===== config.mk =====
export PLATFORM = sky130hd
export DESIGN_NAME = scms_channel
export DESIGN_NICKNAME = d
export VERILOG_FILES = /design/src/inc/scms_pkg.sv /design/src/rtl/scms_channel.sv /design/src/rtl/scms_fifo.sv
export SDC_FILE = /design/constraint.sdc
export NUM_CORES = 1
export LEC_CHECK = 0
export BUFFER_PORTS_ARGS = -buffer_cell sky130_fd_sc_hd__buf_4
export CAP_MARGIN = 0
export CELL_PAD_IN_SITES_DETAIL_PLACEMENT = 1
export CELL_PAD_IN_SITES_GLOBAL_PLACEMENT = 2
export CORE_MARGIN = 5
export CORE_UTILIZATION = 46
export CTS_BUF_LIST = sky130_fd_sc_hd__clkbuf_4 sky130_fd_sc_hd__clkbuf_8
export CTS_CLUSTER_SIZE = 40
export DETAILED_ROUTE_END_ITERATION = 7
export GPL_ROUTABILITY_DRIVEN = 0
export PLACE_DENSITY_LB_ADDON = 0.1
export RECOVER_POWER = 25
export SYNTH_ARGS = -nofsm -noshare
export SYNTH_HDL_FRONTEND = slang
export SYNTH_SLANG_ARGS = --single-unit

===== constraint.sdc =====
create_clock -name clk -period 7.6 [get_ports clk]
set_input_delay 0.38 -clock clk [delete_from_list [all_inputs] [get_ports clk]]
set_output_delay 0.38 -clock clk [all_outputs]
set_load 0.03 [all_outputs]

===== src/inc/scms_pkg.sv =====
// Purpose: Shared constants and types for the serial channel mode setup.
// Assumes: 100 MHz clock, plain register port with 16-bit data.
// Notes: Register indices are word indices on the plain port.
`default_nettype none
package scms_pkg;
  localparam int ADDR_W = 4;
  localparam logic [3:0] REG_PRIO_LOW = 4'h0;
  localparam logic [3:0] REG_PRIO_HIGH = 4'h1;
  localparam logic [3:0] REG_FLAG_CLR = 4'h2;
  localparam logic [3:0] REG_MODE = 4'h3;
  localparam logic [3:0] REG_DATA = 4'h4;
  localparam logic [3:0] REG_STATUS = 4'h5;
  localparam logic [3:0] REG_STOP = 4'h6;
  localparam logic [3:0] REG_START = 4'h7;
  localparam logic [3:0] REG_PRESCALE = 4'h8;
  localparam logic [3:0] REG_UNIT_EN = 4'h9;
  localparam logic [3:0] REG_RXDATA = 4'hA;
  localparam int PRIO_BIT = 5;
  localparam int FE_CLR_BIT = 2;
  localparam int PE_CLR_BIT = 1;
  localparam int OV_CLR_BIT = 0;
  localparam int CKS_BIT = 15;
  localparam int CCS_BIT = 14;
  localparam int MODE_HI_BIT = 2;
  localparam int MODE_LO_BIT = 1;
  localparam int IRQ_SRC_BIT = 0;
  localparam int DIV_MSB = 15;
  localparam int DIV_LSB = 9;
  localparam int ST_OVF_BIT = 0;
  localparam int ST_PEF_BIT = 1;
  localparam int ST_FEF_BIT = 2;
  localparam int ST_BFF_BIT = 5;
  localparam int ST_TSF_BIT = 6;
  localparam logic [15:0] MODE_RESET = 16'h0020;
  localparam logic [7:0] PRIO_RESET = 8'hFF;
  localparam logic [15:0] DATA_RESET = 16'h0000;
  localparam logic [7:0] PRS_RESET = 8'h00;
  localparam int FIFO_DEPTH = 8;
  localparam int DATA_W = 8;
  localparam int BIT_COUNT = 8;
  typedef enum logic [1:0] {
    SCMS_MODE_SYNC,
    SCMS_MODE_ASYNC,
    SCMS_MODE_TWO_WIRE,
    SCMS_MODE_BAD
  } scms_mode_t;
  typedef struct packed {
    logic [ADDR_W-1:0] addr;
    logic [15:0] wdata;
    logic wr;
    logic rd;
  } scms_bus_t;
  typedef struct packed {
    logic sclk_o;
    logic sclk_oe;
    logic sdo;
  } scms_pins_t;
endpackage
`default_nettype wire


===== src/rtl/scms_channel.sv =====
// Purpose: Mode setup, clocking and flag clearing of one serial channel.
// Assumes: Plain register port; strobes one cycle; read data next cycle.
// Notes: Clock selection is done with enables in one clock domain.
//
// Overview of operation
// - Priority level is {high reg bit 5, low reg bit 5}; 00 highest.
// - Writing 1 to clear-trigger bit 2 clears the framing error flag.
// - Writing 1 to clear-trigger bit 1 clears the parity error flag.
// - Writing 1 to clear-trigger bit 0 clears the overrun error flag.
// - Mode bit 15 picks prescaler output zero or one as operating clock.
// - Edge detection runs from the selected operating clock.
// - Mode bit 14 picks divided clock or serial clock pin (slave).
// - Shift, output, transfer-end interrupt and error-set logic use transfer clock; control logic follows bus writes.
// - Internal transfer clock divides operating clock by 2(N+1), N = data bits 15:9.
// - Mode bits 2:1: 00 sync, 01 async, 10 two-wire; 11 forbidden.
// - Mode bit 0: 0 transfer-end interrupt, 1 buffer-empty interrupt.
// - With unit clock enable low, unit is in reset and ignores writes.
// - Writing 1 to the stop trigger clears running flag, halts transfer.
// - Prescaler zero is clock divided by 2 to the 4-bit select field.
//
// Design decisions made here: the strobed register port and the placing of the registers.
`timescale 1ns/1ps
`default_nettype none
module scms_channel
  import scms_pkg::*;
(
  input wire logic clk,
  input wire logic rst,
  input wire scms_bus_t bus,
  output logic [15:0] rdata,
  input wire logic sclk_i,
  input wire logic sdi,
  output scms_pins_t pins,
  output logic [1:0] irq_level,
  output logic irq_pulse,
  output logic rx_valid,
  input wire logic rx_ready,
  output logic [DATA_W-1:0] rx_data
);
  //////////////////////////////////////////////////////////////////////////
  logic unit_clock_enable_q;
  logic ureset;
  logic wr_ok;
  logic [7:0] prio_low_q;
  logic [7:0] prio_high_q;
  logic [15:0] mode_q;
  logic [15:0] data_q;
  logic [7:0] prs_q;
  logic chan_running_flag_q;
  logic framing_err_flag_q;
  logic parity_err_flag_q;
  logic overrun_err_flag_q;
  logic [15:0] rdata_q;
  scms_mode_t mode;

  function automatic logic wr_to(input scms_bus_t b, input logic [3:0] a);
    return b.wr && (b.addr == a);
  endfunction

  // Unit-level reset covers the channel registers below except tx_buf_q, the shift registers, the sclk_i synchronizer, rdata_q and the pin outputs.
  assign ureset = !unit_clock_enable_q;
  assign wr_ok = bus.wr && unit_clock_enable_q;
  assign mode = scms_mode_t'({mode_q[MODE_HI_BIT], mode_q[MODE_LO_BIT]});
  assign irq_level = {prio_high_q[PRIO_BIT], prio_low_q[PRIO_BIT]};

  always_ff @(posedge clk or posedge rst) begin
    if (rst) begin
      unit_clock_enable_q <= 1'b0;
    end else if (wr_to(bus, REG_UNIT_EN)) begin
      unit_clock_enable_q <= bus.wdata[0];
    end
  end

  always_ff @(posedge clk or posedge rst) begin
    if (rst) begin
      prio_low_q <= PRIO_RESET;
      prio_high_q <= PRIO_RESET;
      mode_q <= MODE_RESET;
      data_q <= DATA_RESET;
      prs_q <= PRS_RESET;
    end else if (ureset) begin
      prio_low_q <= PRIO_RESET;
      prio_high_q <= PRIO_RESET;
      mode_q <= MODE_RESET;
      data_q <= DATA_RESET;
      prs_q <= PRS_RESET;
    end else if (wr_ok) begin
      if (bus.addr == REG_PRIO_LOW) begin
        prio_low_q <= bus.wdata[7:0];
      end
      if (bus.addr == REG_PRIO_HIGH) begin
        prio_high_q <= bus.wdata[7:0];
      end
      if (bus.addr == REG_MODE) begin
        mode_q <= bus.wdata;
      end
      if (bus.addr == REG_DATA) begin
        data_q <= bus.wdata;
      end
      if (bus.addr == REG_PRESCALE) begin
        prs_q <= bus.wdata[7:0];
      end
    end
  end

  //////////////////////////////////////////////////////////////////////////
  // Prescaler: a free counter; output k ticks when low k bits roll over.
  logic [15:0] pre_cnt_q;
  logic ck0_tick;
  logic ck1_tick;
  logic mck_tick;

  function automatic logic pre_tick(input logic [15:0] c,
                                    input logic [3:0] sel);
    logic [15:0] m;
    m = (16'h0001 << sel) - 16'h0001;
    return (c & m) == m;
  endfunction

  always_ff @(posedge clk or posedge rst) begin
    if (rst) begin
      pre_cnt_q <= '0;
    end else if (ureset) begin
      pre_cnt_q <= '0;
    end else begin
      pre_cnt_q <= pre_cnt_q + 16'h0001;
    end
  end

  assign ck0_tick = pre_tick(pre_cnt_q, prs_q[3:0]);
  assign ck1_tick = pre_tick(pre_cnt_q, prs_q[7:4]);
  assign mck_tick = mode_q[CKS_BIT] ? ck1_tick : ck0_tick;

  //////////////////////////////////////////////////////////////////////////
  // Transfer clock: divided operating clock or edges seen on the pin.
  logic [6:0] div_cnt_q;
  logic int_half;
  logic sclk_s1_q;
  logic sclk_s2_q;
  logic sclk_d_q;
  logic ext_rise;
  logic ext_fall;
  logic int_clk_q;
  logic shift_edge;
  logic drive_edge;
  logic ext_sel;

  assign ext_sel = mode_q[CCS_BIT];
  // One half period is (div+1) operating-clock ticks: rate is fmck/(2(div+1)).
  assign int_half = mck_tick && (div_cnt_q == data_q[DIV_MSB:DIV_LSB]);

  always_ff @(posedge clk or posedge rst) begin
    if (rst) begin
      div_cnt_q <= '0;
    end else if (ureset || !chan_running_flag_q || int_half) begin
      div_cnt_q <= '0;
    end else if (mck_tick) begin
      div_cnt_q <= div_cnt_q + 7'h01;
    end
  end

  // The pin is sampled on operating-clock ticks by the edge detector.
  always_ff @(posedge clk or posedge rst) begin
    if (rst) begin
      sclk_s1_q <= 1'b1;
      sclk_s2_q <= 1'b1;
      sclk_d_q <= 1'b1;
    end else begin
      sclk_s1_q <= sclk_i;
      sclk_s2_q <= sclk_s1_q;
      if (mck_tick) begin
        sclk_d_q <= sclk_s2_q;
      end
    end
  end

  assign ext_rise = mck_tick && sclk_s2_q && !sclk_d_q;
  assign ext_fall = mck_tick && !sclk_s2_q && sclk_d_q;

  //////////////////////////////////////////////////////////////////////////
  // Shift engine, run only by transfer-clock edges (idle-high clock).
  logic busy_q;
  logic [2:0] bit_q;
  logic [DATA_W-1:0] tx_sh_q;
  logic [DATA_W-1:0] rx_sh_q;
  logic tx_full_q;
  logic [DATA_W-1:0] tx_buf_q;
  logic fifo_in_valid;
  logic fifo_in_ready;
  logic last_bit;
  logic load;

  assign shift_edge = ext_sel ? ext_rise : (int_half && !int_clk_q);
  assign drive_edge = ext_sel ? ext_fall : (int_half && int_clk_q);
  assign last_bit = busy_q && shift_edge && (bit_q == 3'(BIT_COUNT-1));
  assign load = chan_running_flag_q && tx_full_q && (!busy_q || last_bit);
  assign fifo_in_valid = last_bit;

  always_ff @(posedge clk or posedge rst) begin
    if (rst) begin
      int_clk_q <= 1'b1;
    end else if (ureset || !busy_q || ext_sel) begin
      int_clk_q <= 1'b1;
    end else if (int_half) begin
      int_clk_q <= !int_clk_q;
    end
  end

  always_ff @(posedge clk or posedge rst) begin
    if (rst) begin
      busy_q <= 1'b0;
      bit_q <= '0;
      tx_sh_q <= '0;
      rx_sh_q <= '0;
    end else if (ureset || !chan_running_flag_q) begin
      busy_q <= 1'b0;
      bit_q <= '0;
    end else if (load) begin
      busy_q <= 1'b1;
      bit_q <= '0;
      tx_sh_q <= tx_buf_q;
      if (last_bit) begin
        rx_sh_q <= {rx_sh_q[DATA_W-2:0], sdi};
      end
    end else if (busy_q) begin
      if (shift_edge) begin
        rx_sh_q <= {rx_sh_q[DATA_W-2:0], sdi};
        bit_q <= bit_q + 3'h1;
        busy_q <= !last_bit;
      end
      if (drive_edge && bit_q != '0) begin
        tx_sh_q <= {tx_sh_q[DATA_W-2:0], 1'b0};
      end
    end
  end

  // Transmit buffer: written through the low byte of the REG_RXDATA register.
  always_ff @(posedge clk or posedge rst) begin
    if (rst) begin
      tx_full_q <= 1'b0;
      tx_buf_q <= '0;
    end else if (ureset) begin
      tx_full_q <= 1'b0;
    end else if (wr_ok && bus.addr == REG_RXDATA) begin
      tx_full_q <= 1'b1;
      tx_buf_q <= bus.wdata[DATA_W-1:0];
    end else if (load) begin
      tx_full_q <= 1'b0;
    end
  end

  //////////////////////////////////////////////////////////////////////////
  // Status, stop and start; hardware set beats software clear.
  logic clr_wr;

  assign clr_wr = wr_ok && bus.addr == REG_FLAG_CLR;

  always_ff @(posedge clk or posedge rst) begin
    if (rst) begin
      chan_running_flag_q <= 1'b0;
    end else if (ureset) begin
      chan_running_flag_q <= 1'b0;
    end else if (wr_ok && bus.addr == REG_STOP && bus.wdata[0]) begin
      chan_running_flag_q <= 1'b0;
    end else if (wr_ok && bus.addr == REG_START && bus.wdata[0]) begin
      chan_running_flag_q <= 1'b1;
    end
  end

  // Overrun: a received word found the receive FIFO full.
  always_ff @(posedge clk or posedge rst) begin
    if (rst) begin
      overrun_err_flag_q <= 1'b0;
      parity_err_flag_q <= 1'b0;
      framing_err_flag_q <= 1'b0;
    end else if (ureset) begin
      overrun_err_flag_q <= 1'b0;
      parity_err_flag_q <= 1'b0;
      framing_err_flag_q <= 1'b0;
    end else begin
      if (last_bit && !fifo_in_ready) begin
        overrun_err_flag_q <= 1'b1;
      end else if (clr_wr && bus.wdata[OV_CLR_BIT]) begin
        overrun_err_flag_q <= 1'b0;
      end
      // Sync mode has no parity or framing; these only clear here.
      if (clr_wr && bus.wdata[PE_CLR_BIT]) begin
        parity_err_flag_q <= 1'b0;
      end
      if (clr_wr && bus.wdata[FE_CLR_BIT]) begin
        framing_err_flag_q <= 1'b0;
      end
    end
  end

  // Interrupt source: transfer end or buffer empty.
  always_ff @(posedge clk or posedge rst) begin
    if (rst) begin
      irq_pulse <= 1'b0;
    end else begin
      irq_pulse <= !ureset && (mode_q[IRQ_SRC_BIT] ? load : last_bit);
    end
  end

  //////////////////////////////////////////////////////////////////////////
  // The receive FIFO belongs to the unit, so it is held in reset with it.
  logic fifo_rst;
  assign fifo_rst = rst || ureset;

  scms_fifo #(
    .WIDTH(DATA_W),
    .DEPTH(FIFO_DEPTH)
  ) u_rx_fifo (
    .clk(clk),
    .rst(fifo_rst),
    .in_valid(fifo_in_valid),
    .in_ready(fifo_in_ready),
    .in_data({rx_sh_q[DATA_W-2:0], sdi}),
    .out_valid(rx_valid),
    .out_ready(rx_ready),
    .out_data(rx_data)
  );

  always_ff @(posedge clk or posedge rst) begin
    if (rst) begin
      pins <= '{sclk_o: 1'b1, sclk_oe: 1'b0, sdo: 1'b1};
    end else begin
      pins.sclk_o <= int_clk_q;
      pins.sclk_oe <= !ext_sel && mode == SCMS_MODE_SYNC && !ureset;
      // The last bit is held until the clock pin has risen, so the peer
      // never samples the idle level in place of it.
      pins.sdo <= busy_q ? tx_sh_q[DATA_W-1] :
                  (pins.sclk_o ? 1'b1 : pins.sdo);
    end
  end

  //////////////////////////////////////////////////////////////////////////
  always_ff @(posedge clk or posedge rst) begin
    if (rst) begin
      rdata_q <= '0;
    end else if (bus.rd) begin
      case (bus.addr)
        REG_PRIO_LOW: rdata_q <= {8'h00, prio_low_q};
        REG_PRIO_HIGH: rdata_q <= {8'h00, prio_high_q};
        REG_FLAG_CLR: rdata_q <= 16'h0000;
        REG_MODE: rdata_q <= mode_q;
        REG_DATA: rdata_q <= data_q;
        REG_STATUS: begin
          rdata_q <= '0;
          rdata_q[ST_OVF_BIT] <= overrun_err_flag_q;
          rdata_q[ST_PEF_BIT] <= parity_err_flag_q;
          rdata_q[ST_FEF_BIT] <= framing_err_flag_q;
          rdata_q[ST_BFF_BIT] <= tx_full_q;
          rdata_q[ST_TSF_BIT] <= busy_q;
        end
        REG_START: rdata_q <= {15'h0000, chan_running_flag_q};
        REG_PRESCALE: rdata_q <= {8'h00, prs_q};
        REG_UNIT_EN: rdata_q <= {15'h0000, unit_clock_enable_q};
        default: rdata_q <= 16'h0000;
      endcase
    end else begin
      rdata_q <= '0;
    end
  end

  assign rdata = rdata_q;
endmodule // scms_channel
`default_nettype wire


===== src/rtl/scms_fifo.sv =====
// Purpose: Small synchronous FIFO with valid/ready on both sides.
// Assumes: One clock, asynchronous active-high reset.
// Notes: Full and empty are exact; no write when full, no read when empty.
`timescale 1ns/1ps
`default_nettype none
module scms_fifo #(
  parameter int WIDTH = 8,
  parameter int DEPTH = 8
) (
  input wire logic clk,
  input wire logic rst,
  input wire logic in_valid,
  output logic in_ready,
  input wire logic [WIDTH-1:0] in_data,
  output logic out_valid,
  input wire logic out_ready,
  output logic [WIDTH-1:0] out_data
);
  localparam int PW = $clog2(DEPTH);
  logic [WIDTH-1:0] mem [DEPTH];
  logic [PW-1:0] wp_q;
  logic [PW-1:0] rp_q;
  logic [PW:0] cnt_q;
  logic push;
  logic pop;

  assign in_ready = (cnt_q != (PW+1)'(DEPTH));
  assign out_valid = (cnt_q != '0);
  assign out_data = mem[rp_q];
  assign push = in_valid && in_ready;
  assign pop = out_valid && out_ready;

  always_ff @(posedge clk) begin
    if (push) begin
      mem[wp_q] <= in_data;
    end
  end

  always_ff @(posedge clk or posedge rst) begin
    if (rst) begin
      wp_q <= '0;
      rp_q <= '0;
      cnt_q <= '0;
    end else begin
      if (push) begin
        wp_q <= (wp_q == PW'(DEPTH-1)) ? '0 : wp_q + 1'b1;
      end
      if (pop) begin
        rp_q <= (rp_q == PW'(DEPTH-1)) ? '0 : rp_q + 1'b1;
      end
      cnt_q <= cnt_q + (PW+1)'(push) - (PW+1)'(pop);
    end
  end
endmodule // scms_fifo
`default_nettype wire


=== Word-level counts from Yosys, hierarchy flattened ===
Memory sizes are Yosys's and may differ from the RTL's.
Index checks and enable logic that the tools add are counted.
W data, S select, Z words.

* Register bits: 146
* Memory bits (writable): 64
* Bits of input ports: 27
* Output and inout bits: 31
* Logic and storage cells: 199
* Memories: 1

{| class="wikitable"
|+ Memory list
! memory !! words !! bits a word !! read ports !! clocked after Yosys merged registers in !! write ports !! line !! source
|-
| u_rx_fifo.mem || 8 || 8 || 1 || 0 || 1 || scms_fifo.sv:20 || <nowiki>logic [WIDTH-1:0] mem [DEPTH];</nowiki>
|}

* Add/sub/neg operators: 9
* Eq/ne operators: 29
* Shifts and indexed selects: 2
* Multiplexer cells: 60
* Bitwise logic cells: 3
* Reductions and logical operators: 65

{| class="wikitable"
|+ Operator list
! cell !! count
|-
| $mux W16 || 8
|-
| $pmux W16 S8 || 1
|-
| $mux W8 || 12
|-
| $mux W7 || 6
|-
| $and A16 B16 Y16 || 2
|-
| $eq A16 B16 Y1 || 2
|-
| $shl A1 B4 Y16 const A || 2
|-
| $sub A16 B1 Y16 const B || 2
|-
| $logic_and A1 B1 Y1 || 29
|-
| $mux W1 || 27
|-
| $mux W3 || 6
|-
| $add A16 B1 Y16 const B || 1
|-
| $eq A4 B3 Y1 const B || 4
|-
| $ne A2 B1 Y1 const B || 8
|-
| $reduce_and A2 Y1 || 7
|-
| $eq A4 B4 Y1 const B || 3
|-
| $reduce_bool A2 Y1 || 6
|-
| $add A3 B1 Y3 const B || 3
|-
| $eq A3 B3 Y1 const B || 3
|-
| $logic_not A1 Y1 || 9
|-
| $ne A3 B1 Y1 const B || 3
|-
| $reduce_bool A3 Y1 || 3
|-
| $eq A4 B2 Y1 const B || 2
|-
| $add A7 B1 Y7 const B || 1
|-
| 13 further kinds || 18
|}

=== Longest topological paths before layout ===
Gate-level depths: netlist of run 1.

* Depth after elaboration: 15
* Gate-level depth with buffers: 16
* Mapped depth without buffers: 14

=== Hierarchy ===
From an unflattened synthesis of run 1, not the netlist that was laid out.

* Cell total of the unflattened synthesis: 896
* Area total of the unflattened synthesis: 10069.7 um^2

{| class="wikitable"
|+ Modules (own cells, without submodules)
! module !! instances !! cells each !! area an instance (um^2) !! seq. area each (um^2)
|-
| scms_channel || 1 || 746 || 6974.2 || 3357.0
|-
| scms_fifo || 1 || 150 || 3095.5 || 2172.1
|}

=== Worst setup path before layout of run 1 ===
Ideal clock, no wire load.

* Kind: register to register
* Start: reg prs_q[7]
* End: mem u_rx_fifo.mem[4][0], enable pin
* Library setup time: 0.395 ns
* Arrival time: 3.399 ns
* Required time: 7.205 ns
* Setup slack: 3.806 ns
* Cell stages (with the launch flop): 13
* Path buffers: 2
* Period minus slack after synthesis: 3.794 ns
* Cells stage by stage: dfrtp_1 buf_4 nor3_4 nand2b_1 ha_1 buf_2 a22o_1 a211o_1 nor4_2 and2_2 nor2_2 nor2_1 nor4bb_1

* Word-level cells in the longest chain between the ends: 13
* Elaborated cells on any way between the ends: 15
* Classes of those cells: add/sub (1); eq/ne (1); shift (1); mux (4); bitwise (1); reduce/logical (7)

{| class="wikitable"
|+ Ends and longest elaborated chain
! item !! line !! source
|-
| start, declared || scms_channel.sv:48 || <nowiki>logic [7:0] prs_q;</nowiki>
|-
| start signal, assigned || scms_channel.sv:101 || <nowiki>prs_q <= bus.wdata[7:0];</nowiki>
|-
| $shl A1 B4 Y16 * || scms_channel.sv:116 || <nowiki>m = (16'h0001 << sel) - 16'h0001;</nowiki>
|-
| $sub A16 B1 Y16 * || scms_channel.sv:116 ||
|-
| $and A16 B16 Y16 || scms_channel.sv:117 || <nowiki>return (c & m) == m;</nowiki>
|-
| $eq A16 B16 Y1 * || scms_channel.sv:117 ||
|-
| $mux W1 * || scms_channel.sv:132 || <nowiki>assign mck_tick = mode_q[CKS_BIT] ? ck1_tick : ck0_tick;</nowiki>
|-
| $logic_and A1 B1 Y1 (on tied branches) || scms_channel.sv:150, scms_channel.sv:177 ||
|-
| $logic_and A1 B1 Y1 (on tied branches) || scms_channel.sv:193, scms_channel.sv:177 ||
|-
| $mux W1 * || scms_channel.sv:193 || <nowiki>assign shift_edge = ext_sel ? ext_rise : (int_half && !int_clk_q);</nowiki>
|-
| $logic_and A1 B1 Y1 * (2 in series) || scms_channel.sv:195 || <nowiki>assign last_bit = busy_q && shift_edge && (bit_q == 3'(BIT_COUNT-1));</nowiki>
|-
| $logic_and A1 B1 Y1 * || scms_fifo.sv:30 || <nowiki>assign push = in_valid && in_ready;</nowiki>
|-
| net u_rx_fifo.push || scms_fifo.sv:24 || <nowiki>logic push;</nowiki>
|-
| $mux W1 * || scms_fifo.sv:34 || <nowiki>if (push) begin</nowiki>
|-
| $mux W1 (implied by the code) * || scms_fifo.sv:35 || <nowiki>mem[wp_q] <= in_data;</nowiki>
|-
| end, declared || scms_fifo.sv:20 ||
|}

The timed path passes the listed nets; every way through them passes the cells marked *.

=== Final worst setup path of run 1 ===
* Start: reg prs_q[2]
* End: reg u_rx_fifo.cnt_q[1]

* Word-level cells in the longest chain between the ends: 13
* Elaborated cells on any way between the ends: 15
* Classes of those cells: add/sub (3); eq/ne (1); shift (1); mux (2); bitwise (1); reduce/logical (7)

{| class="wikitable"
|+ Ends and longest elaborated chain
! item !! line !! source
|-
| $shl A1 B4 Y16 * || scms_channel.sv:116 ||
|-
| $sub A16 B1 Y16 * || scms_channel.sv:116 ||
|-
| $and A16 B16 Y16 || scms_channel.sv:117 ||
|-
| $eq A16 B16 Y1 * || scms_channel.sv:117 ||
|-
| $mux W1 * || scms_channel.sv:132 ||
|-
| $logic_and A1 B1 Y1 (on tied branches) || scms_channel.sv:150, scms_channel.sv:177 ||
|-
| $logic_and A1 B1 Y1 (on tied branches) || scms_channel.sv:193, scms_channel.sv:177 ||
|-
| $mux W1 * || scms_channel.sv:193 ||
|-
| $logic_and A1 B1 Y1 * (2 in series) || scms_channel.sv:195 ||
|-
| $logic_and A1 B1 Y1 * || scms_fifo.sv:30 ||
|-
| net u_rx_fifo.push || scms_fifo.sv:24 ||
|-
| $add A4 B1 Y4 * || scms_fifo.sv:51 || <nowiki>cnt_q <= cnt_q + (PW+1)'(push) - (PW+1)'(pop);</nowiki>
|-
| $sub A4 B1 Y4 * || scms_fifo.sv:51 ||
|-
| end signal, assigned || scms_fifo.sv:51 ||
|-
| end, declared || scms_fifo.sv:23 || <nowiki>logic [PW:0] cnt_q;</nowiki>
|}

Marks and branches as above.
A chain may end at the register's enable or synchronous reset.

==> results of run 1 <==
[layout by cell type (no fill, tap or decap), types with 4 or more instances in the layout]
master,instances
sky130_fd_sc_hd__a211oi_1,4
sky130_fd_sc_hd__a21boi_0,45
sky130_fd_sc_hd__a21o_1,4
sky130_fd_sc_hd__a21oi_1,26
sky130_fd_sc_hd__a22oi_1,22
sky130_fd_sc_hd__a31oi_1,9
sky130_fd_sc_hd__and2_1,16
sky130_fd_sc_hd__and3_1,5
sky130_fd_sc_hd__and4_1,4
sky130_fd_sc_hd__buf_4,67
sky130_fd_sc_hd__clkbuf_4,17
sky130_fd_sc_hd__clkbuf_8,51
sky130_fd_sc_hd__dfrtp_1,119
sky130_fd_sc_hd__dfstp_2,22
sky130_fd_sc_hd__edfxtp_1,64
sky130_fd_sc_hd__ha_1,17
sky130_fd_sc_hd__inv_1,20
sky130_fd_sc_hd__mux2_2,32
sky130_fd_sc_hd__mux4_2,16
sky130_fd_sc_hd__nand2_1,154
sky130_fd_sc_hd__nand2b_1,9
sky130_fd_sc_hd__nand3_1,40
sky130_fd_sc_hd__nand4_1,5
sky130_fd_sc_hd__nor2_1,47
sky130_fd_sc_hd__nor2b_1,12
sky130_fd_sc_hd__nor3_1,9
sky130_fd_sc_hd__nor4b_1,6
sky130_fd_sc_hd__o21ai_0,17
sky130_fd_sc_hd__o221a_1,7
sky130_fd_sc_hd__o22ai_1,4
sky130_fd_sc_hd__or2_2,4
sky130_fd_sc_hd__or3_1,4
sky130_fd_sc_hd__xnor2_1,21
sky130_fd_sc_hd__xor2_1,6
[flip-flops by register name, indices dropped and copies added (netlist names), 8 cells and up]
signal	flops
u_rx_fifo.mem	64
data_q	16
mode_q	16
rdata	16
pre_cnt_q	15
prio_high_q	8
prio_low_q	8
prs_q	8
tx_buf_q	8
tx_sh_q	8
[stage by stage]
| stage | hold slack (ns) | worst slack, ns | instances | instance area, sq um |
|---|---|---|---|---|
| after floorplan | 0.345 | 3.70 | 881 | 9850 |
| after global placement | 0.346 | 3.52 | 1171 | 10500 |
| after detailed placement | 0.348 | 3.20 | 1171 | 10500 |
| after CTS | 0.0820 | 3.20 | 1245 | 11400 |
| after global routing | 0.0995 | 2.83 | 1245 | 11400 |
| final | 0.114 | 3.16 | 1245 | 11400 |
[final timing paths]
check / start / endpoint / slack, ns / cells after the start
worst min-delay path: bus[10] / mode_q[8] / 0.11 / 3
worst max-delay path: prs_q[2] / u_rx_fifo.cnt_q[1] / 3.16 / 14
worst max register to register: prs_q[2] / u_rx_fifo.cnt_q[1] / 3.16 / 14
max in group asynchronous: rst / unit_clock_enable_q / 4.41 / 4
worst min register to register: sclk_s1_q / sclk_s2_q / 0.35 / 0
min in group asynchronous: rst / u_rx_fifo.cnt_q[0] / 0.72 / 3
[worst max-delay path, delay by kind of cell, from the launching register on]
family,cells,cell delay (ns)
AO/OA/AOI/OAI,3,0.44
adder cells (fa/ha/maj),3,1.06
buffers and inverters,2,0.14
flip-flops,1,0.53
AND/OR/NAND/NOR,6,2.19
[logic make-up (layout without fill, tap and decap cells)]
family                     Yosys count  count (layout)
AOI/OAI and AO/OA                  161             161
xor gates and xnor gates            27              27
adders and majority gates           18              18
buffers and inverters               76             165
DFF                                207             207
muxes                               51              51
and+or+nand+nor                    341             341
[layout make-up]
cell class | count | area (sq um)
clock inverter | 5 | 30.0
fill | 2227 | 9670
timing repair buffer | 72 | 538
multi-input combinational | 598 | 4010
inverter | 21 | 80.1
clock buffer | 67 | 822
tap | 275 | 344
sequential | 207 | 5530
[where the power goes]
group	total (mW)	switching [mW]	internal (mW)
registers	1.28	0.0861	1.19
clock network	1.14	0.462	0.679
logic	0.355	0.191	0.164
[metal layers]
metal / vias up / GRT usage / routed length, um
met4: 0 / 0.0723 / 714
met2: 161 / 0.393 / 14000
met3: 53 / 0.0415 / 1110
met1: 3689 / 0.304 / 11900
li1: 3260 / - / -
met5: - / 0 / 0
==> summary by stage, run 1 <==
Logic synthesis
The leading cell type by number of instances after synthesis is sky130_fd_sc_hd__nand2_1. sky130_fd_sc_hd__dfrtp_1 takes more of the synthesized area than any other cell. Dividing the synthesized area by the synthesized cell count gives 11.2 sq um. After synthesis the cells add up to 0.00985 sq mm. The sequential-to-total area share from yosys stat is 0.561. Of the total synthesized cell area, the portion taken by AND, OR, NAND and NOR gates is 0.167. The most used flip-flop cell after synthesis is sky130_fd_sc_hd__dfrtp_1. By count the netlist is led by sky130_fd_sc_hd__nand2_1, sky130_fd_sc_hd__dfrtp_1, sky130_fd_sc_hd__edfxtp_1.

The number of nets in the synthesized netlist is around 930. The area share of the largest cell type after synthesis is 0.305. By area the synthesized netlist is led by sky130_fd_sc_hd__dfrtp_1, sky130_fd_sc_hd__edfxtp_1, sky130_fd_sc_hd__dfstp_2, sky130_fd_sc_hd__nand2_1, sky130_fd_sc_hd__mux2_2. The portion of synthesized area spent on multiplexers is 0.0762. The area fraction in compound gates after synthesis is 0.115. Of the total synthesized cell area, the portion taken by full adders, half adders and majority gates is 0.0236. The number of register bits inferred by synthesis is 207. The count of yosys warnings during synthesis is 0.

The post-synthesis cell type count is 69. The instance count of the mapped netlist is ~880. The proportion of register bits with asynchronous set or reset after synthesis is 0.691. By area, the combinational part of the netlist is dominated by simple AND/OR/NAND/NOR gates. The synthesized design contains between 60 and 70 enable-type register cells. The xor and xnor fraction of the mapped netlist area is 0.0240.

Critical path
The setup path with the least slack is of type reg -> reg. The arrival time reported for the critical path endpoint is 4.90 ns. In this design, the stage delay of the slowest critical-path cell is 0.61 ns. The worst setup path is launched from a register. The cell at the slowest stage of the critical path is sky130_fd_sc_hd__nor2_2. The worst setup path is captured at a register. The critical path data required time is 8.07 ns. Walking the worst path, the cells encountered are nor3_1 -> nand2b_1 -> ha_1 -> nor4bb_1 -> a21oi_1 -> o31ai_1 -> a211oi_1 -> and3_1 -> nor2_2 -> nor2_1 -> ha_1 -> inv_1 -> fa_1 -> inv_1.

The largest driver fanout on the critical path is 17.

Global route
The global routing usage summed across all routing layers is 0.232. Global routing finished with a remaining overflow of 0. The via count of the first global-routing pass is approximately 7,800. The number of antenna violations at the first check in global routing came to 0. Entering global routing, the biggest net connects 83 pins. The first global-routing pass estimated around 44 mm of wire.

Floorplanning
The die is 156 um wide. Row generation in the floorplan step produced 53 rows. The number of primary I/O pins is 58.

The core region is 0.0210 sq mm. From bottom edge to top edge, the die measures 156 um. The effective utilization at floorplan is 0.469. The floorplan die area is 0.0244 sq mm.

Route
Once detail routing completed, the nets flagged for antenna violations numbered 0. The total number of vias is 7,163. The final routed DRC violation total is 0. Dividing the detail-routed via count by the number of cells gives 5.75. After detailed routing, the average wire length per cell comes to 22.2 um. After the first detailed-routing iteration, the DRC count stood at 414. The total wirelength of the detailed-routed design is 27.7 mm. The number of detailed-routing iterations run before antenna repair is 4.

Clock network
In this run, post-CTS hold repair placed 2 buffers. The tree built by TritonCTS fans out to 207 sinks. For the worst-skew pair, the clock arrives at the later sink with an insertion delay of ~0.53 ns. The root buffer cell chosen for the clock tree is sky130_fd_sc_hd__clkbuf_8.

Post-CTS timing repair inserted 0 buffers for setup. The longest clock path from root to sink contains 3 buffers. The number of H-tree levels is 2. Once the clock tree was built, the resizer swapped 0 gates to a different size. After clock tree synthesis, the clock-pin slew on the worst setup and hold paths is 0.05 ns.

TritonCTS built the clock tree. The number of CTS-inserted buffers is 39.

STA
Based on the critical path, the design can be clocked at up to 225 MHz. For the pin with the worst max-slew slack, the measured transition is just under 3 ns. The clock period could shrink to 4.44 ns. The number of hold violations in the final report is 0. On the final layout, the worst clock skew is 0.0125 ns. The final-report max-slew violation count is 65. The total negative setup slack is 0 ns.

Setup violations remaining at the end of the flow were counted as 0. The relative max-transition margin is -0.998. Setup repair after global routing left no endpoint under its margin. The fraction of the cycle the final worst path needs is 0.584.

Finish
The area growth from synthesis to layout is 15.3%. The final antenna diode count is 0. The share of final-layout standard cells stronger than drive strength 1 is 0.230. After the last flow step, the layout net total stands at 984. The end-of-flow core utilization is 0.540.

Run
The number of max-cap violations is 1.

Min path
The path category of the worst min-delay check is in -> reg.

Power and ir drop
The design draws between 2 and 3 mW. Power spread over the standard cell area amounts to 244 mW/mm^2. The peak ir drop on the vdd network is 0.000148 V. The analysis attributes to cell leakage a power of 4.44 nW.

Place
The half-perimeter wire length of the detailed placement result is 19.1 mm. During placement, the flow inserted port buffers numbering 57.

Outcome
The checks that failed: capacitance limit, slew limit. The run finished, with violations left.
No activity file was read; power rests on OpenSTA's default activity.
==> run 2: changes to the inputs <==
--- a/config.mk
+++ b/config.mk
@@ -5,12 +5,13 @@
 export SDC_FILE = /design/constraint.sdc
 export NUM_CORES = 1
 export LEC_CHECK = 0
+export ABC_AREA = 1
 export BUFFER_PORTS_ARGS = -buffer_cell sky130_fd_sc_hd__buf_4
 export CAP_MARGIN = 0
 export CELL_PAD_IN_SITES_DETAIL_PLACEMENT = 1
 export CELL_PAD_IN_SITES_GLOBAL_PLACEMENT = 2
 export CORE_MARGIN = 5
-export CORE_UTILIZATION = 46
+export CORE_UTILIZATION = 39
 export CTS_BUF_LIST = sky130_fd_sc_hd__clkbuf_4 sky130_fd_sc_hd__clkbuf_8
 export CTS_CLUSTER_SIZE = 40
 export DETAILED_ROUTE_END_ITERATION = 7
==> constraint.sdc (replaced) <==
create_clock -name clk -period 4.3 [get_ports clk]
set_input_delay 0.215 -clock clk [delete_from_list [all_inputs] [get_ports clk]]
set_output_delay 0.215 -clock clk [all_outputs]
set_load 0.03 [all_outputs]
==> summary by stage, run 2 <==
Outcome
The run finished, with violations left. The checks that failed: capacitance limit, slew limit.

Clock network
The number of CTS-inserted buffers is 38. The number of H-tree levels is 2. The clock reaches the later pin of the worst-skew pair after about 0.52 ns.

After clock tree synthesis, the clock-pin slew on the worst setup and hold paths is 0.06 ns. The TritonCTS sink count is 207. The number of setup buffers added after CTS is 0. The master cell of the clock root buffer is sky130_fd_sc_hd__clkbuf_8. No sink is reached through more buffers than the 3 on the longest clock path. The TritonCTS clock tree is built.

Route
The average detailed-routed wire length per instance is 17.9 um. The detailed router placed slightly below 8,000 vias in this run. The first routing iteration left 407 violations. The post-detailed-route count of antenna-violating nets is 0. The via density per instance is 5.11. The final routed DRC violation total is 0. For this run, the detailed router's first-pass iteration total came to 4.

Summed over all layers, the routed wires come to roughly 27 mm.

STA
Setup repair after global routing left no endpoint under its margin. Static timing analysis puts the maximum clock frequency at 289 MHz. For the final database, setup skew stands at about 0.024 ns.

Adding up every negative setup slack in the final design gives 0 ns. Dividing the final minimum period by the clock period gives 0.806. The number of hold violations in the final report is 0.

The post-route minimum period is 3.46 ns. The measured slew at the worst slew-check pin is 2.93 ns. The number of setup violations in the final report is 0. The relative max-transition margin is -0.966. The final-report max-slew violation count came to 63. The post-route worst hold slack is ~0.056 ns.

Logic synthesis
After synthesis, the most frequently instantiated cells are sky130_fd_sc_hd__nand2_1, sky130_fd_sc_hd__nor2_1, sky130_fd_sc_hd__inv_1, sky130_fd_sc_hd__o21ai_0, sky130_fd_sc_hd__dfrtp_1. The instance count of the mapped netlist is around 1,100. The post-synthesis cell type count is 45.

The number of register bits inferred by synthesis is 207. The number of flops mapped to enable cells by yosys is 64. The most common flop cell mapped by yosys is sky130_fd_sc_hd__dfrtp_1. The average instance in the mapped netlist occupies 8.90 sq um. The share of synthesized area in the top cell type comes to 0.309. sky130_fd_sc_hd__nand2_1 is the most common cell in the netlist. Yosys printed 0 warnings. In the synthesized netlist the async set-or-reset flop fraction comes to 0.691. The post-synthesis instance area is 0.00971 sq mm. For this run, the register share of the synthesized area comes to 0.569. Ranked by total cell area, the synthesized netlist is headed by sky130_fd_sc_hd__dfrtp_1, sky130_fd_sc_hd__edfxtp_1, sky130_fd_sc_hd__nand2_1, sky130_fd_sc_hd__o21ai_0, sky130_fd_sc_hd__dfstp_2. The net count of the mapped netlist is 1,136. The dominant cell type by area after synthesis is sky130_fd_sc_hd__dfrtp_1.

Global route
Global routing finished with a remaining overflow of 0. The first-pass GRT wire length is 44.5 mm. In the global route stage, overall resource usage came out at 0.196. The number of antenna violations at the first check in global routing is 0. Entering global routing, the biggest net connects 63 pins. The via count of the first global-routing pass is 8,272.

Critical path
The nature of the critical path endpoint is a register. The cell depth of the worst flop-to-flop path is 17. The arrival time reported for the critical path endpoint is about 3.7 ns. The largest driver fanout on the critical path is 10. The startpoint identified for the worst register-to-register timing path is prs_q[7]. For the worst setup path, the data required time is 4.52 ns. The capture point of the worst reg-to-reg path is u_rx_fifo.mem[5][0].

The worst setup path is launched from a register. The worst setup path category is reg -> reg. The register-to-register path setup slack is 0.84 ns.

Power and ir drop
Cell internal power was estimated by the tool at 3.75 mW. The share of total power dissipated in combinational logic is 0.253. The power density relative to cell area is ~490 mW/mm^2. The clock share of power is 0.336. The peak ir drop on the vdd network is ~0.00027 V. The register share of total power is 0.411. The proportion of total power due to net switching is 0.335. Summed over all cells, the static leakage comes to 5.02 nW. The switching power total is 1.89 mW.

Floorplanning
The effective utilization at floorplan is 0.398. In this run the standard cell core region covers roughly 0.024 sq mm. 58 I/O pins were placed.

In this run the core area contains 57 standard-cell rows. The die outline height is approximately 170 um. The floorplan die area is 0.0282 sq mm. The overall die width is 168 um.

Finish
The register with the most flip-flops in the layout has between 60 and 70 of them. The most common cell after layout, fill and taps aside is sky130_fd_sc_hd__nand2_1. The final layout contains 1,225 nets. The share of final-layout standard cells stronger than drive strength 1 is 0.149.

The final antenna diode count is 0. The top cell types in the final layout, fill and taps aside, are sky130_fd_sc_hd__nand2_1, sky130_fd_sc_hd__nor2_1, sky130_fd_sc_hd__o21ai_0. The area growth from synthesis to layout is 17.5%. u_rx_fifo.mem holds more flip-flops than any other register.

The end-of-flow core utilization is 0.468.

Run
Across the run, the number of max-cap violations was 1.

Min path
The worst hold path stage count is 5. The endpoint of the worst hold-timing path is data_q[5]. The critical hold path startpoint is bus[7]. The tightest min-delay check is of the in -> reg type.

Place
The half-perimeter wire length of the detailed placement result is 19.4 mm. The count of input and output buffers is 57.
==> run 2: what timing repair did <==
action                                 in CTS  in global routing
hold buffers                               16                  0
gates resized for setup                     0                  0
endpoints found under the hold margin      80                  0
==> run 2: how the worst max path moves through the flow <==
stage / to / cells past startpoint / slack [ns] / startpoint
6_report: u_rx_fifo.mem[5][0] / 17 / 0.84 / prs_q[7]
5_1_grt: u_rx_fifo.mem[5][0] / 18 / 0.45 / prs_q[5]
4_1_cts: u_rx_fifo.mem[5][0] / 17 / 0.78 / prs_q[5]
3_5_place_dp: u_rx_fifo.mem[5][2] / 17 / 0.79 / prs_q[5]
3_3_place_gp: u_rx_fifo.mem[5][6] / 17 / 0.91 / prs_q[7]
2_1_floorplan: bit_q[0] / 1 / 0.57 / rst
==> run 2: layout make-up <==
type	count	area, sq um
Tap cell	324	405
Clock inverter	4	20.0
Timing Repair Buffer	87	686
Fill cell	2876	13000
Clock buffer	63	754
Inverter	129	485
Sequential cell	207	5530
Multi-Input combinational cell	717	3530
==> run 2: layer usage <==
metal	routed length (um)	vias to the layer above	GRT usage	share of wire
li1	-	3807	-	-
met1	12900	3832	0.267	0.47
met2	12800	137	0.327	0.47
met3	999	47	0.0288	0.037
met4	615	0	0.0540	0.022
met5	0	-	0	0
==> run 2: cells by family after synthesis <==
group                      count (synthesis)  share of synthesized area
AOI/OAI and AO/OA                        211                      0.118
xor gates and xnor gates                   9                    0.00812
adders and majority gates                 18                     0.0240
buffers and inverters                    167                     0.0674
DFF                                      207                      0.569
muxes                                      3                    0.00348
and+or+nand+nor                          476                      0.210
==> run 2: stage by stage <==
stage	instance area (sq um)	total power, mW	instances	setup slack, ns
CTS	11400	5.74	1531	0.785
global placement	10500	3.76	1448	0.913
floorplan	9710	3.33	1091	0.569
global route	11400	6.02	1531	0.452
detailed placement	10500	3.79	1448	0.792
finish	11400	5.65	1531	0.836
==> run 2: critical path, stage by stage, from the launching register on <==
cell	delay, ns
sky130_fd_sc_hd__dfrtp_1	0.47
sky130_fd_sc_hd__nor2_2	0.22
sky130_fd_sc_hd__nand2_1	0.11
sky130_fd_sc_hd__ha_1	0.34
sky130_fd_sc_hd__nand2_1	0.16
sky130_fd_sc_hd__nand2_1	0.06
sky130_fd_sc_hd__nand3_1	0.08
sky130_fd_sc_hd__nand2_1	0.06
sky130_fd_sc_hd__nor2_1	0.13
sky130_fd_sc_hd__nand4_2	0.16
sky130_fd_sc_hd__nand2_4	0.18
sky130_fd_sc_hd__nand3_2	0.08
sky130_fd_sc_hd__nand2_2	0.17
sky130_fd_sc_hd__nand3_4	0.11
sky130_fd_sc_hd__nor2_4	0.20
sky130_fd_sc_hd__nand2_1	0.17
sky130_fd_sc_hd__nor3_1	0.25
sky130_fd_sc_hd__buf_4	0.22
==> run 2: power groups by stage <==
stage / registers (mW) / clock network, mW / logic [mW]
3_5_place_dp: 2.36 / 0 / 1.43
6_report: 2.32 / 1.90 / 1.43
3_3_place_gp: 2.35 / 0 / 1.40
2_1_floorplan: 2.30 / 0 / 1.03
5_1_grt: 2.34 / 2.06 / 1.61
4_1_cts: 2.32 / 1.96 / 1.45
==> run 3: changes to the inputs <==
--- a/config.mk
+++ b/config.mk
@@ -11,7 +11,7 @@
 export CELL_PAD_IN_SITES_DETAIL_PLACEMENT = 1
 export CELL_PAD_IN_SITES_GLOBAL_PLACEMENT = 2
 export CORE_MARGIN = 5
-export CORE_UTILIZATION = 39
+export CORE_UTILIZATION = 36
 export CTS_BUF_LIST = sky130_fd_sc_hd__clkbuf_4 sky130_fd_sc_hd__clkbuf_8
 export CTS_CLUSTER_SIZE = 40
 export DETAILED_ROUTE_END_ITERATION = 7
==> constraint.sdc (replaced) <==
create_clock -name clk -period 3.15 [get_ports clk]
set_input_delay 0.1575 -clock clk [delete_from_list [all_inputs] [get_ports clk]]
set_output_delay 0.1575 -clock clk [all_outputs]
set_load 0.03 [all_outputs]
==> summary by stage, run 3 (same netlist as run 2, synthesis figures left out) <==
Power and ir drop
The worst-case IR drop observed on VDD is approximately 0.00026 V. The power density relative to cell area is 673 mW/mm^2. The total power of the final layout is 7.95 mW. In this run the static leakage power is between 5 and 6 nW.

Finish
More flip-flops sit in one register than any other, and that register is u_rx_fifo.mem. The library cell used most frequently in the layout, excluding fill and tap cells, is sky130_fd_sc_hd__nand2_1. Leaving out fill and tap cells, the most frequent cells in the layout are sky130_fd_sc_hd__nand2_1, sky130_fd_sc_hd__nor2_1, sky130_fd_sc_hd__o21ai_0. The final antenna diode count is 0.

The relative area change from synthesis to final layout is 21.7%. Fill cells in the final layout number roughly 3,100. The final net count is 1,258. The number of flip-flops under the largest register name is 64.

The share of final-layout standard cells stronger than drive strength 1 is 0.185.

STA
The least setup slack across all paths after layout is ~0.085 ns. The post-route worst hold slack is 0.0381 ns. The number of hold violations in the final report was 0. The maximum clock skew at final layout is 0.0242 ns. Setup repair after global routing could not meet its margin everywhere. Measured against its own limit, the worst slew margin works out to 0.234. The final-report max-slew violation count is 0.

The number of setup violations in the final report is 0. The post-route minimum period is 3.06 ns. For this run, the top clock speed supported by timing is 326 MHz. The fraction of the cycle the final worst path needs is 0.973.

The measured slew at the worst slew-check pin is 1.15 ns.

Floorplanning
The initial utilization of the core area, before any placement, comes to 0.363. The die outline height is about 170 um. In this run the count of I/O pins placed on the die edge is a little under 60. The area of the core is 0.0267 sq mm. The floorplan step set the die width to 174 um. The die covers 0.0304 sq mm.

The floorplan row count is 60.

Global route
The largest net degree at the start of global routing is 82. The sum of overflow across all layers after global routing is 0. The number of antenna violations at the first check in global routing is 0. The via count of the first global-routing pass is approximately 8,500. In the global route stage, overall resource usage came out at 0.187. The first-pass GRT wire length is about 46 mm.

Place
The post-placement worst setup slack is approximately 0.014 ns. The count of buffers added on input and output ports is 57. Once detailed placement completed, the half-perimeter wirelength came to 19.6 mm.

Critical path
The cell at the slowest stage of the critical path is sky130_fd_sc_hd__fa_2. The critical path data required time is 3.56 ns. The critical path crosses 17 cells after its start point. In this run the worst path has a maximum fanout of 7. The nature of the critical path endpoint is a register. The worst path buffer plus inverter count is 2. The critical path is of the reg -> reg type. For the worst setup path, the data arrival time is about 3.5 ns. The signal on the critical path passes through nor2_2 -> nand3_1 -> ha_2 -> o211ai_1 -> nor2_1 -> nand4_1 -> nor2_1 -> nand3b_4 -> nand2_4 -> nand3_2 -> nand2_2 -> nand3_4 -> nor2_4 -> ha_4 -> inv_2 -> fa_2 -> inv_1. The gate family responsible for the most delay along the worst path is simple AND/OR/NAND/NOR gates.

The worst register-to-register path has a depth of 17. The worst setup path is launched from a register. Among the stages of the critical path, the cell type that occurs most often is sky130_fd_sc_hd__nor2_1. The largest stage delay on the critical path is 0.51 ns.

Clock network
The H-tree was split into 2 levels. The master cell of the clock root buffer is sky130_fd_sc_hd__clkbuf_8. Clock-pin slew was measured on the worst setup and hold paths at roughly 0.060 ns. TritonCTS built the clock tree. The TritonCTS sink count is around 210. The clock reaches the later pin of the worst-skew pair after 0.53 ns. Counting along the longest clock path gives a buffer depth of 3. The number of CTS-inserted buffers is 39.

Route
The routed length on met3 is roughly 920 um. The final routed DRC violation total is 0. The met2 layer wire length in the routed design is 13.0 mm. After detailed routing, the average wire length per cell comes to between 15 and 20 um. The total number of vias is 7,875. The highest metal layer used by the detailed router is met4. The post-detailed-route count of antenna-violating nets is 0.

Before antenna repair, the detailed router went through 4 iterations. The iteration-0 DRC count of the detailed router is roughly 300. Using the TritonRoute via totals, the vias-per-cell ratio works out to 4.97.

The final layout contains routed wiring with a total length of 28.1 mm. The detailed router put a total of 13.4 mm of wire on met1.

Min path
The tightest min-delay check is of the in -> reg type. The worst hold path stage count is 4.

Outcome
The flow ran to the end, and the final reports show no timing, DRC or antenna violations.

Run
Across the run, the number of max-cap violations was 0.
-- run 3: power by group --
part | internal, mW | switching [mW]
Sequential | 3.00 | 0.117
Clock | 1.57 | 1.15
Combinational | 0.719 | 1.40
-- run 3: path summary, 6_finish.rpt --
path                       startpoint                   to  slack (ns)
max                          prs_q[2]   u_rx_fifo.cnt_q[1]        0.09
min                          rx_ready    u_rx_fifo.rp_q[1]        0.04
max reg2reg                  prs_q[2]   u_rx_fifo.cnt_q[1]        0.09
min reg2reg                 sclk_s1_q            sclk_s2_q        0.35
max in group asynchronous         rst  unit_clock_enable_q        1.06
min in group asynchronous         rst    u_rx_fifo.rp_q[1]        0.22
-- run 3: per-layer routing --
metal  GRT usage  up-vias
met5           0        -
met4      0.0498        0
met2       0.309      116
met1       0.256     3831
li1            -     3876
met3      0.0318       52
-- run 3: layout make-up --
class,count,area (sq um),share of cell area
flip-flops and latches,207,5530,0.468
multi-input cells,717,3620,0.307
repair buffers,119,932,0.0789
clock buffers,65,782,0.0662
inverters,129,485,0.0411
well taps,341,427,0.0361
clock inverters,7,38.8,0.00328
-- run 3: worst reg2reg max path, stage by stage (launching register included) --
cell and delay, ns:
sky130_fd_sc_hd__dfrtp_1 0.38, sky130_fd_sc_hd__nor2_2 0.20, sky130_fd_sc_hd__nand3_1 0.11, sky130_fd_sc_hd__ha_2 0.33
sky130_fd_sc_hd__o211ai_1 0.08, sky130_fd_sc_hd__nor2_1 0.11, sky130_fd_sc_hd__nand4_1 0.09, sky130_fd_sc_hd__nor2_1 0.21
sky130_fd_sc_hd__nand3b_4 0.12, sky130_fd_sc_hd__nand2_4 0.09, sky130_fd_sc_hd__nand3_2 0.07, sky130_fd_sc_hd__nand2_2 0.10
sky130_fd_sc_hd__nand3_4 0.08, sky130_fd_sc_hd__nor2_4 0.24, sky130_fd_sc_hd__ha_4 0.18, sky130_fd_sc_hd__inv_2 0.03
sky130_fd_sc_hd__fa_2 0.51, sky130_fd_sc_hd__inv_1 0.04
-- run 3: metrics by stage --
stage	cell area [sq um]	TNS, ns	cells	utilization
floorplan	9720	-9.97	1091	-
global placement	10700	0	1487	0.400
detailed placement	10700	0	1487	0.400
CTS	11700	0	1579	0.438
global route	11800	-2.18	1585	0.442
finish	11800	0	1585	0.442
-- run 3: repair_timing --
item / CTS / global route
gates resized for setup: 1 / 21
setup buffers: 0 / 6
pin swaps: 0 / 9
endpoints found under the hold margin: 82 / 0
endpoints found under the setup margin: 1 / 74
hold buffers: 20 / 0
